**src/verilog/uart_mode_pkg.sv**
```systemverilog
// Package with register offsets, field positions and reset values of the mode block.
`default_nettype none
package uart_mode_pkg;
  localparam logic [9:0] OFS_LINE_MODE = 10'h1C0;
  localparam logic [9:0] OFS_DIVIDER_LOW = 10'h1DC;
  localparam logic [9:0] OFS_TEST_FIRST = 10'h1E0;
  localparam logic [9:0] OFS_TEST_LAST = 10'h1EC;
  localparam logic [9:0] OFS_VECTOR = 10'h1F0;
  localparam logic [9:0] OFS_INPUT_PINS = 10'h1F4;
  localparam logic [9:0] OFS_OUT_SET = 10'h1F8;
  localparam logic [9:0] OFS_OUT_CLEAR = 10'h1FC;
  localparam int BIT_RX_FLOW = 7;
  localparam int BIT_IRQ_SEL = 6;
  localparam int BIT_ERR_MODE = 5;
  localparam int BIT_PM_HI = 4;
  localparam int BIT_PM_LO = 3;
  localparam int BIT_PT = 2;
  localparam logic [7:0] RST_LINE_MODE_ONE = 8'h00;
  localparam logic [7:0] RST_LINE_MODE_TWO = 8'h00;
  localparam logic [7:0] RST_DIVIDER_LOW = 8'h00;
  localparam logic [7:0] RST_VECTOR = 8'h0F;
  localparam logic [7:0] RST_OUT_PINS = 8'h00;
  localparam logic [7:0] READ_IDLE = 8'h00;
  localparam logic [1:0] PM_WITH = 2'h0;
  localparam logic [1:0] PM_FORCE = 2'h1;
  localparam logic [1:0] PM_NONE = 2'h2;
  localparam logic [1:0] PM_MULTIDROP = 2'h3;
endpackage
`default_nettype wire

```
**src/verilog/uart_mode_config_regs.sv**
```systemverilog
// Mode registers one and two, pointer, tail register map and receive-side control of one UART channel.
`default_nettype none
module uart_mode_config_regs (
  input wire logic core_clk,
  input wire logic resetn,
  input wire logic [9:0] bus_addr,
  input wire logic bus_sel,
  input wire logic bus_write,
  input wire logic bus_byte,
  input wire logic [7:0] bus_wdata,
  output logic [7:0] bus_rdata,
  output logic bus_ack,
  input wire logic ptr_reset_cmd,
  input wire logic err_reset_cmd,
  input wire logic modem_mode,
  input wire logic [7:0] input_pins,
  input wire logic top_valid,
  input wire logic top_advance,
  input wire logic top_break,
  input wire logic top_framing,
  input wire logic top_parity,
  input wire logic start_bit,
  input wire logic fifo_full,
  input wire logic fifo_pop,
  input wire logic receiver_ready_flag,
  output logic rts_out,
  output logic rx_irq,
  output logic break_received_flag,
  output logic framing_error_flag,
  output logic parity_error_flag,
  output logic [7:0] output_pins,
  output logic [7:0] line_mode_one_out,
  output logic [7:0] line_mode_two_out,
  output logic [7:0] baud_divider_low_out,
  output logic parity_enable,
  output logic parity_force,
  output logic parity_odd_or_high,
  output logic multidrop_address,
  output logic flow_disabled
);
  typedef struct packed {
    logic ptr_two_r;
    logic [7:0] mode_one_r;
    logic [7:0] mode_two_r;
    logic [7:0] divider_r;
    logic [7:0] vector_r;
    logic [7:0] out_pins_r;
    logic [7:0] rdata_r;
    logic ack_r;
    logic rts_r;
    logic blk_break_r;
    logic blk_frame_r;
    logic blk_parity_r;
  } regs_state_type;

  regs_state_type st_r;
  regs_state_type st_nxt;
  logic [7:0] pins_sync;
  logic bus_go;
  logic rd_go;
  logic wr_go;
  logic rx_flow_on;

  ////////////////////////////////////////////////////////////////////////////////
  uart_pin_sync #(
    .WIDTH(8)
  ) u_pin_sync (
    .core_clk(core_clk),
    .resetn(resetn),
    .async_in(input_pins),
    .sync_out(pins_sync)
  );

  ////////////////////////////////////////////////////////////////////////////////
  // Any master, internal or external, is served; only byte transfers are taken.
  assign bus_go = bus_sel && bus_byte;
  assign rd_go = bus_go && !bus_write;
  assign wr_go = bus_go && bus_write;

  // Transmitter flow bit of mode register two is bit 5; the receiver's flow bit is bit 7 of mode register one.
  assign flow_disabled = st_r.mode_one_r[uart_mode_pkg::BIT_RX_FLOW]
    && st_r.mode_two_r[uart_mode_pkg::BIT_ERR_MODE];
  assign rx_flow_on = st_r.mode_one_r[uart_mode_pkg::BIT_RX_FLOW]
    && !flow_disabled && !modem_mode;

  function automatic logic in_test_range(input logic [9:0] a);
    in_test_range = (a >= uart_mode_pkg::OFS_TEST_FIRST)
      && (a <= uart_mode_pkg::OFS_TEST_LAST);
  endfunction

  always_comb
  begin
    st_nxt = st_r;
    st_nxt.ack_r = bus_go;
    st_nxt.rdata_r = uart_mode_pkg::READ_IDLE;
    if (ptr_reset_cmd)
      st_nxt.ptr_two_r = 1'b0;
    if (bus_go && bus_addr == uart_mode_pkg::OFS_LINE_MODE)
    begin
      if (!st_r.ptr_two_r)
      begin
        if (bus_write)
          st_nxt.mode_one_r = bus_wdata;
        else
          st_nxt.rdata_r = st_r.mode_one_r;
        st_nxt.ptr_two_r = 1'b1;
      end
      else
      begin
        if (bus_write)
          st_nxt.mode_two_r = bus_wdata;
        else
          st_nxt.rdata_r = st_r.mode_two_r;
      end
    end
    if (wr_go && bus_addr == uart_mode_pkg::OFS_DIVIDER_LOW)
      st_nxt.divider_r = bus_wdata;
    if (rd_go && bus_addr == uart_mode_pkg::OFS_DIVIDER_LOW)
      st_nxt.rdata_r = st_r.divider_r;
    if (wr_go && bus_addr == uart_mode_pkg::OFS_VECTOR)
      st_nxt.vector_r = bus_wdata;
    if (rd_go && bus_addr == uart_mode_pkg::OFS_VECTOR)
      st_nxt.rdata_r = st_r.vector_r;
    if (rd_go && bus_addr == uart_mode_pkg::OFS_INPUT_PINS)
      st_nxt.rdata_r = pins_sync;
    // Test locations read as zero and ignore writes here.
    if (bus_go && in_test_range(bus_addr))
      st_nxt.rdata_r = uart_mode_pkg::READ_IDLE;
    if (wr_go && bus_addr == uart_mode_pkg::OFS_OUT_SET)
      st_nxt.out_pins_r = st_r.out_pins_r | bus_wdata;
    if (wr_go && bus_addr == uart_mode_pkg::OFS_OUT_CLEAR)
      st_nxt.out_pins_r = st_r.out_pins_r & ~bus_wdata;
    // Receiver flow: negate on start bit into a full FIFO, reassert once a slot frees.
    if (rx_flow_on)
    begin
      if (start_bit && fifo_full)
        st_nxt.rts_r = 1'b0;
      else if (!st_r.rts_r && (!fifo_full || fifo_pop))
        st_nxt.rts_r = 1'b1;
    end
    // Block error accumulation; a new top character wins over the reset command.
    if (err_reset_cmd)
    begin
      st_nxt.blk_break_r = 1'b0;
      st_nxt.blk_frame_r = 1'b0;
      st_nxt.blk_parity_r = 1'b0;
    end
    if (top_valid && top_advance && !modem_mode)
    begin
      st_nxt.blk_break_r = st_nxt.blk_break_r | top_break;
      st_nxt.blk_frame_r = st_nxt.blk_frame_r | top_framing;
      st_nxt.blk_parity_r = st_nxt.blk_parity_r | top_parity;
    end
  end

  always_ff @(posedge core_clk or negedge resetn)
  begin
    if (!resetn)
    begin
      st_r.ptr_two_r <= 1'b0;
      st_r.mode_one_r <= uart_mode_pkg::RST_LINE_MODE_ONE;
      st_r.mode_two_r <= uart_mode_pkg::RST_LINE_MODE_TWO;
      st_r.divider_r <= uart_mode_pkg::RST_DIVIDER_LOW;
      st_r.vector_r <= uart_mode_pkg::RST_VECTOR;
      st_r.out_pins_r <= uart_mode_pkg::RST_OUT_PINS;
      st_r.rdata_r <= uart_mode_pkg::READ_IDLE;
      st_r.ack_r <= 1'b0;
      st_r.rts_r <= 1'b1;
      st_r.blk_break_r <= 1'b0;
      st_r.blk_frame_r <= 1'b0;
      st_r.blk_parity_r <= 1'b0;
    end
    else
      st_r <= st_nxt;
  end

  ////////////////////////////////////////////////////////////////////////////////
  logic err_block;
  logic [1:0] pm;
  assign err_block = st_r.mode_one_r[uart_mode_pkg::BIT_ERR_MODE] && !modem_mode;
  assign pm = st_r.mode_one_r[uart_mode_pkg::BIT_PM_HI:uart_mode_pkg::BIT_PM_LO];

  assign bus_rdata = st_r.rdata_r;
  assign bus_ack = st_r.ack_r;
  assign rts_out = st_r.rts_r;
  assign rx_irq = st_r.mode_one_r[uart_mode_pkg::BIT_IRQ_SEL]
    ? fifo_full : receiver_ready_flag;
  assign break_received_flag = err_block ? st_r.blk_break_r : (top_valid && top_break);
  assign framing_error_flag = err_block ? st_r.blk_frame_r : (top_valid && top_framing);
  assign parity_error_flag = err_block ? st_r.blk_parity_r : (top_valid && top_parity);
  assign output_pins = st_r.out_pins_r;
  assign line_mode_one_out = st_r.mode_one_r;
  assign line_mode_two_out = st_r.mode_two_r;
  assign baud_divider_low_out = st_r.divider_r;
  assign parity_enable = (pm != uart_mode_pkg::PM_NONE);
  assign parity_force = (pm == uart_mode_pkg::PM_FORCE);
  assign parity_odd_or_high = st_r.mode_one_r[uart_mode_pkg::BIT_PT]
    && (pm == uart_mode_pkg::PM_WITH || pm == uart_mode_pkg::PM_FORCE);
  assign multidrop_address = (pm == uart_mode_pkg::PM_MULTIDROP)
    && st_r.mode_one_r[uart_mode_pkg::BIT_PT];

  ////////////////////////////////////////////////////////////////////////////////
  chk_pointer_advance: assert property (@(posedge core_clk) disable iff (!resetn)
    bus_sel && bus_byte && bus_addr == uart_mode_pkg::OFS_LINE_MODE && !ptr_reset_cmd
      |=> st_r.ptr_two_r)
    else $error("Mode pointer did not move to register two.");
  chk_pointer_hold_two: assert property (@(posedge core_clk) disable iff (!resetn)
    st_r.ptr_two_r && !ptr_reset_cmd |=> st_r.ptr_two_r)
    else $error("Mode pointer left register two without a reset.");
  chk_out_set: assert property (@(posedge core_clk) disable iff (!resetn)
    wr_go && bus_addr == uart_mode_pkg::OFS_OUT_SET
      |=> (output_pins & $past(bus_wdata)) == $past(bus_wdata))
    else $error("Output set command left bits clear.");
  chk_out_clear: assert property (@(posedge core_clk) disable iff (!resetn)
    wr_go && bus_addr == uart_mode_pkg::OFS_OUT_CLEAR |=> (output_pins & $past(bus_wdata)) == 8'h00)
    else $error("Output clear command left bits set.");
  chk_flow_both_off: assert property (@(posedge core_clk) disable iff (!resetn)
    flow_disabled && st_r.rts_r |=> st_r.rts_r)
    else $error("Flow request moved while flow control was disabled.");
  chk_flow_negate: assert property (@(posedge core_clk) disable iff (!resetn)
    rx_flow_on && start_bit && fifo_full |=> !rts_out)
    else $error("Flow request not negated on start bit into full FIFO.");
  chk_flow_modem: assert property (@(posedge core_clk) disable iff (!resetn)
    modem_mode |=> $stable(rts_out))
    else $error("Flow request changed in modem mode.");
  chk_irq_select: assert property (@(posedge core_clk) disable iff (!resetn)
    rx_irq == (st_r.mode_one_r[uart_mode_pkg::BIT_IRQ_SEL] ? fifo_full : receiver_ready_flag))
    else $error("Receive interrupt source mismatched.");
  chk_block_sticky: assert property (@(posedge core_clk) disable iff (!resetn)
    err_block && break_received_flag && !err_reset_cmd |=> break_received_flag)
    else $error("Block mode break status lost without reset.");
  chk_parity_none: assert property (@(posedge core_clk) disable iff (!resetn)
    pm == uart_mode_pkg::PM_NONE |-> !parity_enable && !parity_force)
    else $error("Parity active in no-parity mode.");

  ////////////////////////////////////////////////////////////////////////////////
  // Bus answers, pointer moves and status behaviour checked cycle by cycle.
  chk_byte_only: assert property (@(posedge core_clk) disable iff (!resetn)
    bus_sel && !bus_byte
      |=> !bus_ack)
    else $error("Access without byte qualifier was acknowledged.");
  chk_ack_taken: assert property (@(posedge core_clk) disable iff (!resetn)
    bus_sel && bus_byte
      |=> bus_ack)
    else $error("Byte access was not acknowledged.");
  chk_idle_rdata: assert property (@(posedge core_clk) disable iff (!resetn)
    !bus_go
      |=> bus_rdata == uart_mode_pkg::READ_IDLE)
    else $error("Read data not idle outside an answer.");
  chk_out_read_zero: assert property (@(posedge core_clk) disable iff (!resetn)
    rd_go && (bus_addr == uart_mode_pkg::OFS_OUT_SET || bus_addr == uart_mode_pkg::OFS_OUT_CLEAR)
      |=> bus_rdata == uart_mode_pkg::READ_IDLE)
    else $error("Output command offset returned data on read.");
  chk_pointer_reset: assert property (@(posedge core_clk) disable iff (!resetn)
    ptr_reset_cmd && !(bus_go && bus_addr == uart_mode_pkg::OFS_LINE_MODE)
      |=> !st_r.ptr_two_r)
    else $error("Pointer reset did not return to register one.");
  chk_mode_one_write: assert property (@(posedge core_clk) disable iff (!resetn)
    wr_go && bus_addr == uart_mode_pkg::OFS_LINE_MODE && !st_r.ptr_two_r
      |=> line_mode_one_out == $past(bus_wdata))
    else $error("Write at pointer one did not reach mode register one.");
  chk_mode_one_keep: assert property (@(posedge core_clk) disable iff (!resetn)
    bus_go && bus_addr == uart_mode_pkg::OFS_LINE_MODE && st_r.ptr_two_r
      |=> $stable(line_mode_one_out))
    else $error("Access at pointer two changed mode register one.");
  chk_flow_reassert: assert property (@(posedge core_clk) disable iff (!resetn)
    rx_flow_on && !rts_out && !fifo_full
      |=> rts_out)
    else $error("Flow request not restored with a free FIFO slot.");
  chk_flow_idle: assert property (@(posedge core_clk) disable iff (!resetn)
    !rx_flow_on
      |=> $stable(rts_out))
    else $error("Flow request moved with receiver flow control off.");
  chk_char_status: assert property (@(posedge core_clk) disable iff (!resetn)
    !err_block
      |-> parity_error_flag == (top_valid && top_parity))
    else $error("Character mode parity status differs from top character.");
  chk_err_clear: assert property (@(posedge core_clk) disable iff (!resetn)
    err_reset_cmd && !top_advance
      |=> !st_r.blk_break_r && !st_r.blk_frame_r && !st_r.blk_parity_r)
    else $error("Error status reset left block status set.");
  chk_parity_force: assert property (@(posedge core_clk) disable iff (!resetn)
    pm == uart_mode_pkg::PM_FORCE
      |-> parity_enable && parity_force)
    else $error("Forced parity mode not decoded.");
  chk_multidrop_gate: assert property (@(posedge core_clk) disable iff (!resetn)
    pm != uart_mode_pkg::PM_MULTIDROP
      |-> !multidrop_address)
    else $error("Address character flagged outside multidrop mode.");
endmodule // uart_mode_config_regs
`default_nettype wire

```
**src/verilog/uart_pin_sync.sv**
```systemverilog
// Two-flop synchroniser for the input port pins.
`default_nettype none
module uart_pin_sync #(
  parameter int WIDTH = 8
) (
  input wire logic core_clk,
  input wire logic resetn,
  input wire logic [WIDTH-1:0] async_in,
  output logic [WIDTH-1:0] sync_out
);
  typedef struct packed {
    logic [WIDTH-1:0] first_r;
    logic [WIDTH-1:0] second_r;
  } sync_state_type;
  sync_state_type st_r;
  sync_state_type st_nxt;
  always_comb
  begin
    st_nxt.first_r = async_in;
    st_nxt.second_r = st_r.first_r;
  end
  always_ff @(posedge core_clk or negedge resetn)
  begin
    if (!resetn)
      st_r <= '0;
    else
      st_r <= st_nxt;
  end
  assign sync_out = st_r.second_r;
endmodule // uart_pin_sync
`default_nettype wire

```
**config.mk**
```make
export PLATFORM = sky130hd
export DESIGN_NAME = uart_mode_config_regs
export DESIGN_NICKNAME = d
export VERILOG_FILES = /design/src/verilog/uart_mode_pkg.sv /design/src/verilog/uart_mode_config_regs.sv /design/src/verilog/uart_pin_sync.sv
export SDC_FILE = /design/constraint.sdc
export NUM_CORES = 1
export LEC_CHECK = 0
export BUFFER_PORTS_ARGS = -buffer_cell sky130_fd_sc_hd__buf_2
export CAP_MARGIN = 5
export CORE_UTILIZATION = 35
export DETAILED_ROUTE_END_ITERATION = 12
export SETUP_SLACK_MARGIN = 0.3
export SYNTH_ARGS = -nofsm -noshare
export SYNTH_HDL_FRONTEND = slang
export SYNTH_HIERARCHICAL = 1
export SYNTH_SLANG_ARGS = --single-unit
```
**constraint.sdc**
```tcl
create_clock -name core_clk -period 1.83 [get_ports core_clk]
set_input_delay 0.2745 -clock core_clk [delete_from_list [all_inputs] [get_ports core_clk]]
set_output_delay 0.2745 -clock core_clk [all_outputs]
set_load 0.005 [all_outputs]
```
**After elaboration in Yosys (flattened, before gate mapping)**

Cells that the tools add are included.

- Flip-flop bits (word level): 70
- Input port bits: 43
- Output and inout port bits: 51
- Word-level logic and storage cells: 95

- Magnitude comparators: 2
- Equal/unequal tests: 9
- Mux-type cells: 24
- Bitwise logic cells: 7
- Reductions and logical operators: 39

Operators with widths:

| operator | count |
|---|---|
| $mux 8 | 13 |
| $eq 10x9->1 const B | 6 |
| $logic_and 1x1->1 | 26 |
| $mux 17 | 1 |
| $ge 10x9->1 const B | 1 |
| $le 10x9->1 const B | 1 |
| $mux 9 | 1 |
| $and 8x8->8 | 1 |
| $not 8->8 | 1 |
| $or 8x8->8 | 1 |
| $mux 1 | 7 |
| $mux 3 | 2 |
| $reduce_and 3->1 | 2 |
| $logic_not 1->1 | 5 |
| $reduce_bool 2->1 | 2 |
| $or 1x1->1 | 3 |
| $eq 2x1->1 const B | 1 |
| $eq 2x2->1 const B | 1 |
| $logic_not 2->1 | 1 |
| $logic_or 1x1->1 | 2 |
| $ne 2x2->1 const B | 1 |
| $reduce_and 2->1 | 1 |
| $not 1->1 | 1 |

**Logic depth before layout (Yosys ltp)**

Gate-level depths: netlist (run 1).

- Word-level depth: 7
- Mapped depth: 6
- Mapped depth without buffers: 5

**Hierarchy**

Netlist (run 1), hierarchy kept.

Modules (own cells, without submodules):

| module | instances | cells an instance | area an instance (um2) |
|---|---|---|---|
| uart_mode_config_regs | 1 | 275 | 2979.1 |
| uart_pin_sync | 1 | 16 | 400.4 |

**Worst setup path after synthesis (run 1)**

No wires, ideal clock.

- Path type: input to register
- From: input bus_addr[2]
- To: register st_r (netlist bit line_mode_one_out[0])
- Arrival time: 1580 ps
- Data required time: 1705 ps
- Path slack: 125 ps
- Cell stages on the path: 4
- Path buffers: 0
- Cells stage by stage: nor4_4 > nand2b_2 > nor3b_4 > mux2_2

- Cells in the longest elaborated chain, start to end: 3

Ends and longest elaborated chain:

| item | RTL line | source |
|---|---|---|
| start, declared | uart_mode_config_regs.sv:6 | `input wire logic [9:0] bus_addr,` |
| $eq 10x9->1 | uart_mode_config_regs.sv:98 | `if (bus_go && bus_addr == uart_mode_pkg::OFS_LINE_MODE)` |
| $logic_and 1x1->1 | uart_mode_config_regs.sv:98 |  |
| $reduce_and 3->1 (no line) | - |  |
| end signal, assigned | uart_mode_config_regs.sv:174 | `st_r <= st_nxt;` |
| end, declared | uart_mode_config_regs.sv:56 | `regs_state_type st_r;` |

No other way between the ends.
A chain may end at the register's enable or synchronous reset.

**Final worst setup path (run 1)**

- From: input bus_addr[9]
- To: register st_r (netlist bit line_mode_one_out[7])

The elaborated chain is that of the path after synthesis.

==> results of run 1 <==
[layout make-up]
class | instances | area, sq um | share of cell area (%)
well taps | 129 | 161 | 3.99
repair buffers | 109 | 616 | 15.2
flip-flops and latches | 70 | 1760 | 43.5
clock inverters | 6 | 70.1 | 1.73
inverters | 12 | 45.0 | 1.11
multi-input cells | 161 | 1270 | 31.3
clock buffers | 10 | 128 | 3.15
[layer usage]
metal / GRT usage [%] / wire length, um / up-vias
met5: 0 / 0 / -
met4: 5.69 / 112 / 0
met3: 4.53 / 408 / 11
met2: 25.5 / 3460 / 70
met1: 19.9 / 3460 / 1095
li1: - / - / 1114
[where the power goes]
group / total (mW) / internal (mW) / leakage, nW / switching, mW
Combinational: 0.183 / 0.0733 / 1.11 / 0.110
Clock: 1.25 / 0.642 / 0.101 / 0.611
Sequential: 1.58 / 1.57 / 0.877 / 0.00932
[cells in the final DEF (no fill, tap or decap), types with 10 or more instances in the layout]
cell and n:
nand2_1 19, nor2_1 20, inv_1 12, mux2_2 41, nand3_1 10, buf_2 93, a21oi_1 10, buf_4 12
dfrtp_1 64
[Yosys cell counts]
library cell / count
nand2b_2: 1
dfstp_2: 5
nand2_1: 19
and4b_1: 2
nand3_1: 10
buf_4: 40
nor3_2: 1
nand3b_1: 8
inv_1: 12
nand4b_1: 2
nand2b_1: 1
nor2_1: 20
mux2_2: 41
o21ai_0: 8
nor4_4: 1
clkbuf_1: 4
dfrtp_1: 65
o221a_2: 8
nor4bb_1: 1
mux2i_1: 9
nor2b_1: 3
nor4b_2: 1
and2_2: 2
nand4_1: 3
and2_1: 1
nor3b_4: 1
or4_1: 2
a21oi_1: 10
nand4b_2: 1
and3_1: 2
buf_2: 4
and4_1: 1
nor3b_1: 2
[metrics by stage]
stage                     worst slack, ps  std cells  hold WS [ps]  TNS (ps)
after floorplan                       127        291         -21.1         0
after global placement              -58.8        476           261      -477
after detailed placement             -107        476           274     -1040
after CTS                             305        494          3.64         0
after global routing                  227        497          2.24         0
final                                 311        497          22.0         0
[worst max-delay path: stages]
cell and delay, ps:
buf_2 110, nand4b_1 270, nor4b_4 320, nor3b_4 280, buf_12 160, mux2_2 330
[how the worst max path moves through the flow]
| stage | start | end | slack (ps) | depth (start not counted) |
|---|---|---|---|---|
| after floorplan | bus_addr[9] | line_mode_one_out[0] | 130 | 4 |
| after global placement | bus_addr[9] | line_mode_two_out[1] | -60 | 6 |
| after detailed placement | bus_addr[9] | line_mode_two_out[0] | -110 | 6 |
| after CTS | st_r[53] | bus_rdata[4] | 310 | 4 |
| after global routing | line_mode_one_out[5] | break_received_flag | 230 | 4 |
| final | bus_addr[9] | line_mode_one_out[7] | 310 | 6 |
[cells by family after synthesis]
kind of cell | count (synthesis) | share of synthesized area, %
AOI/OAI and AO/OA | 26 | 5.33
buffers and inverters | 60 | 11.3
DFF | 70 | 52.0
muxes | 50 | 16.3
and+or+nand+nor | 85 | 15.1
[repair_timing]
action / CTS / global route
setup buffers: 1 / 2
gates cloned: 0 / 0
endpoints found under the hold margin: 20 / 1
hold buffers: 1 / 1
pin swaps: 0 / 1
gates resized for setup: 4 / 2
setup endpoints to repair: 20 / 20
==> out/results.ini, run 1 <==
[floorplanning]
initial_core_util_pct = 36.4
ios = 94
die_w_um = 100
die_area_sq_mm = 0.0101
rows = 35
core_area_sq_mm = 0.00928
die_h_um = 100

[min_path]
worstHoldPathType = in2reg
hold_depth = 1
worstHoldEndpoint = u_pin_sync/st_nxt[1]
min_from = input_pins[1]

[clocking]
htree_num_levels = 3
cts.path.max_buffers = 2
cts_buffers = 9
cts.sinks = 70
cts_root_buffer = clkbuf_8
cts_tree = done
cts.clk_slew.worst_paths_ps = 80
clock_latency_ps = 350

[global_routing]
antenna_found_initial = 0
grt.overflow.total = 0
grt_max_degree = 51
grt_pass1_vias = 2258
grt_pass1_wl_um = 11800
track_usage_pct = 15.7

[timing]
final.min_clock_period_ps = 1520
fin_crit_sh_pct = 83.0
setup_viol = 0
rsz0062_at_grt = yes
tightest_slew_ps = 501
fmax_mhz = 658
report.final.slew_viol_count = 0
relSlewSlack_pct = 66.6
finalClockSkew_ps = 6.37
hold_violations = 0

[placement]
hpwl_um = 5550
placement.cell_area_sq_mm = 0.00378
gp_congestion = 0.774
port_buffers = 93

[routing]
vias = 2290
drc_errors = 0
first_pass_iters = 4
postRouteAntennaNets = 0
drt-wirelength-per-cell_um = 15.0
routed_via_density = 4.61
drt_iter0_drc = 47
wl_um = 7440

[finish]
syn_to_final_growth_pct = 19.7
finalNetCount = 406
drive_gt1_share_pct = 50.5
fill_cells = 919
finalCoreUtilization_pct = 43.6
final_cell_area_sq_mm = 0.00405
diodes = 0

[pwr]
power_density_mw_per_mm2 = 746
ir_drop_v = 0.000375
p_total_mw = 3.02
p_leak_nw = 2.09

[synthesis]
synthTopCellsByArea = dfrtp_1 48%, mux2_2 14%, buf_4 8.9%, dfstp_2 3.9%, mux2i_1 2.7%
synthCells = 291
synth_area_per_cell_sq_um = 11.6
syn-num-nets = 334
syn_area_sq_mm = 0.00338
seq_area_frac_synth_pct = 52.0
ys_ff_latch = 70
yosysTopAreaCell = dfrtp_1
synth_cell_types = 33
yosys_warnings = 6
synth_top_area_share_pct = 48.1

[worst_setup_path]
arrival_ps = 1750
reg2reg_depth = 4
cp-start-kind = input port
path_max_fanout = 8
rr_startpoint = st_r[53]
critPathKind = in2reg
cp-end-kind = flip-flop
required_ps = 2060
reg2reg_to = bus_rdata[4]
r2r_setup_slack_ps = 350

[run_status]
status = completed

[run]
cap_violations = 0

No activity file was read; power rests on OpenSTA's default activity.
==> run 2: changes to the inputs <==
==> constraint.sdc (replaced) <==
create_clock -name core_clk -period 1.6 [get_ports core_clk]
set_input_delay 0.24 -clock core_clk [delete_from_list [all_inputs] [get_ports core_clk]]
set_output_delay 0.24 -clock core_clk [all_outputs]
set_load 0.005 [all_outputs]
==> run 2 against run 1 <==
Die area is the same; sequential share of layout area shrank 4.5 points; largest cell class unchanged; wire length grew 6.6%; critical path depth shrank 2.
==> out/results.ini, run 2 (synthesis gave the netlist of run 1 again) <==
[clocking]
clock_latency_ps = 340  ; about the same
cts.path.max_buffers = 2  ; unchanged
cts_buffers = 9  ; unchanged
cts_root_buffer = clkbuf_8
htree_num_levels = 3  ; unchanged
cts.sinks = 70  ; unchanged
cts.clk_slew.worst_paths_ps = 80  ; about the same
cts_tree = done

[pwr]
ir_drop_v = 0.000540  ; +44%
p_total_mw = 3.55  ; +18%
p_leak_nw = 2.28  ; +9.1%
power_density_mw_per_mm2 = 785  ; +5.2%

[finish]
multiInputGateArea_sq_mm = 0.00141  ; +11%
syn_to_final_growth_pct = 33.8
final_common_cell = buf_2
fill_cells = 885  ; -3.7%
instances_no_fill = 524  ; +5.4%
diodes = 0  ; unchanged
drive_gt1_share_pct = 57.0  ; +6.4 points
finalNetCount = 433  ; +6.7%
regArea_sq_mm = 0.00176  ; +0.28%
final_cell_mix = 85 x buf_2, 60 x dfrtp_1, 24 x buf_4

[routing]
routed_via_density = 4.66  ; +1.2%
drt-wirelength-per-cell_um = 15.1  ; +1.1%
first_pass_iters = 4  ; unchanged
postRouteAntennaNets = 0  ; unchanged
vias = 2443  ; +6.7%
wl_um = 7930  ; +6.6%
drt_iter0_drc = 57  ; +21%
drc_errors = 0  ; unchanged

[placement]
hpwl_um = 5730  ; +3.3%
port_buffers = 93  ; unchanged
dp.cells = 489  ; +2.7%
gp_congestion = 0.824  ; +6.5%

[global_routing]
antenna_found_initial = 0  ; unchanged
grt_pass1_wl_um = 12400  ; +5.7%
grt_max_degree = 59  ; +16%
track_usage_pct = 16.4  ; +0.73 points
grt_pass1_vias = 2433  ; +7.8%
grt.overflow.total = 0  ; unchanged

[timing]
tightest_slew_ps = 326  ; -175 ps
fin_crit_sh_pct = 89.4
hold_violations = 0  ; unchanged
report.final.slew_viol_count = 0  ; unchanged
fmax_mhz = 699
rsz0062_at_grt = yes
relSlewSlack_pct = 78.3  ; +12 points
final.min_clock_period_ps = 1430
setup_viol = 0  ; unchanged
finalClockSkew_ps = 7.83  ; +1.46 ps

[floorplanning]
initial_core_util_pct = 36.4  ; unchanged
die_area_sq_mm = 0.0101  ; unchanged
rows = 35  ; unchanged
die_h_um = 100  ; unchanged
ios = 94  ; unchanged
die_w_um = 100  ; unchanged
core_area_sq_mm = 0.00928  ; unchanged

[min_path]
worstHoldPathType = in2reg

[worst_setup_path]
cpPeakStageDelay_ps = 440  ; +110 ps
cp-end-kind = flip-flop
path_max_fanout = 8  ; unchanged
cp-start-kind = flip-flop
critPathKind = reg2reg
cpMaxStageDelayCell = dfrtp_2
cp_top_family = flip-flops
arrival_ps = 1650  ; -100 ps
crit_chain = clkbuf_16 > nor3b_4 > buf_12 > mux2_4
critPathBufInv = 2  ; unchanged
required_ps = 1820  ; -240 ps

[run_status]
status = completed

[run]
cap_violations = 0  ; unchanged

run 2: cell types whose count changed in the layout (fill, tap and decap cells not counted), sizes merged:
| cell | before | now |
|---|---|---|
| buf | 107 | 125 |
| clkbuf | 10 | 12 |
| clkinvlp | 0 | 1 |
| dlygate4sd3 | 2 | 9 |
| inv | 14 | 13 |
run 2: layout make-up:
| cell class | count | area share, % |
|---|---|---|
| timing repair buffer | 136 | 20.8 |
| clock buffer | 10 | 3.04 |
| inverter | 12 | 0.996 |
| sequential | 70 | 39.0 |
| tap | 129 | 3.57 |
| multi-input combinational | 161 | 31.1 |
| clock inverter | 6 | 1.52 |
run 2: worst paths after layout:
path / from / endpoint / slack (ps) / cells after the start
setup / recovery: st_r[53] / line_mode_one_out[4] / 170 / 4
setup reg to reg: st_r[53] / line_mode_one_out[4] / 170 / 4
max in group asynchronous: resetn / st_r[23] / 640 / 3
hold reg to reg: u_pin_sync/st_nxt[0] / u_pin_sync/sync_out[0] / 350 / 0
hold / removal: fifo_full / rts_out / 40 / 2
min in group asynchronous: resetn / asynchronous set/reset pin / 310 / 2
run 2: stage by stage:
stage | utilization, % | hold slack [ps] | cell area [sq um] | TNS, ps | setup WS [ps]
2_1_floorplan | - | -55.6 | 3460 | -546 | -68.3
6_report | 48.7 | 42.0 | 4520 | 0 | 170
4_1_cts | 47.2 | 24.4 | 4380 | 0 | 163
3_5_place_dp | 42.6 | 157 | 3950 | -4770 | -210
5_1_grt | 48.7 | 48.6 | 4520 | 0 | 62.1
3_3_place_gp | 42.6 | 154 | 3950 | -4160 | -186
run 2: report_power, final:
| group | leakage (nW) | switching, mW | internal [mW] |
|---|---|---|---|
| logic | 1.30 | 0.137 | 0.123 |
| registers | 0.870 | 0.0110 | 1.80 |
| clock network | 0.103 | 0.707 | 0.770 |
run 2: layer usage:
layer	wire (um)	track usage, %
met2	3860	27.3
met1	3570	20.5
met5	0	0
met3	363	4.39
met4	134	5.80
run 2: timing repair:
| action | CTS | global route |
|---|---|---|
| pin swaps | 6 | 12 |
| gates cloned | 0 | 1 |
| gates resized for setup | 24 | 23 |
| endpoints found under the hold margin | 19 | 0 |
| setup endpoints to repair | 42 | 56 |
| hold buffers | 9 | 0 |
| buffers inserted | 6 | 3 |
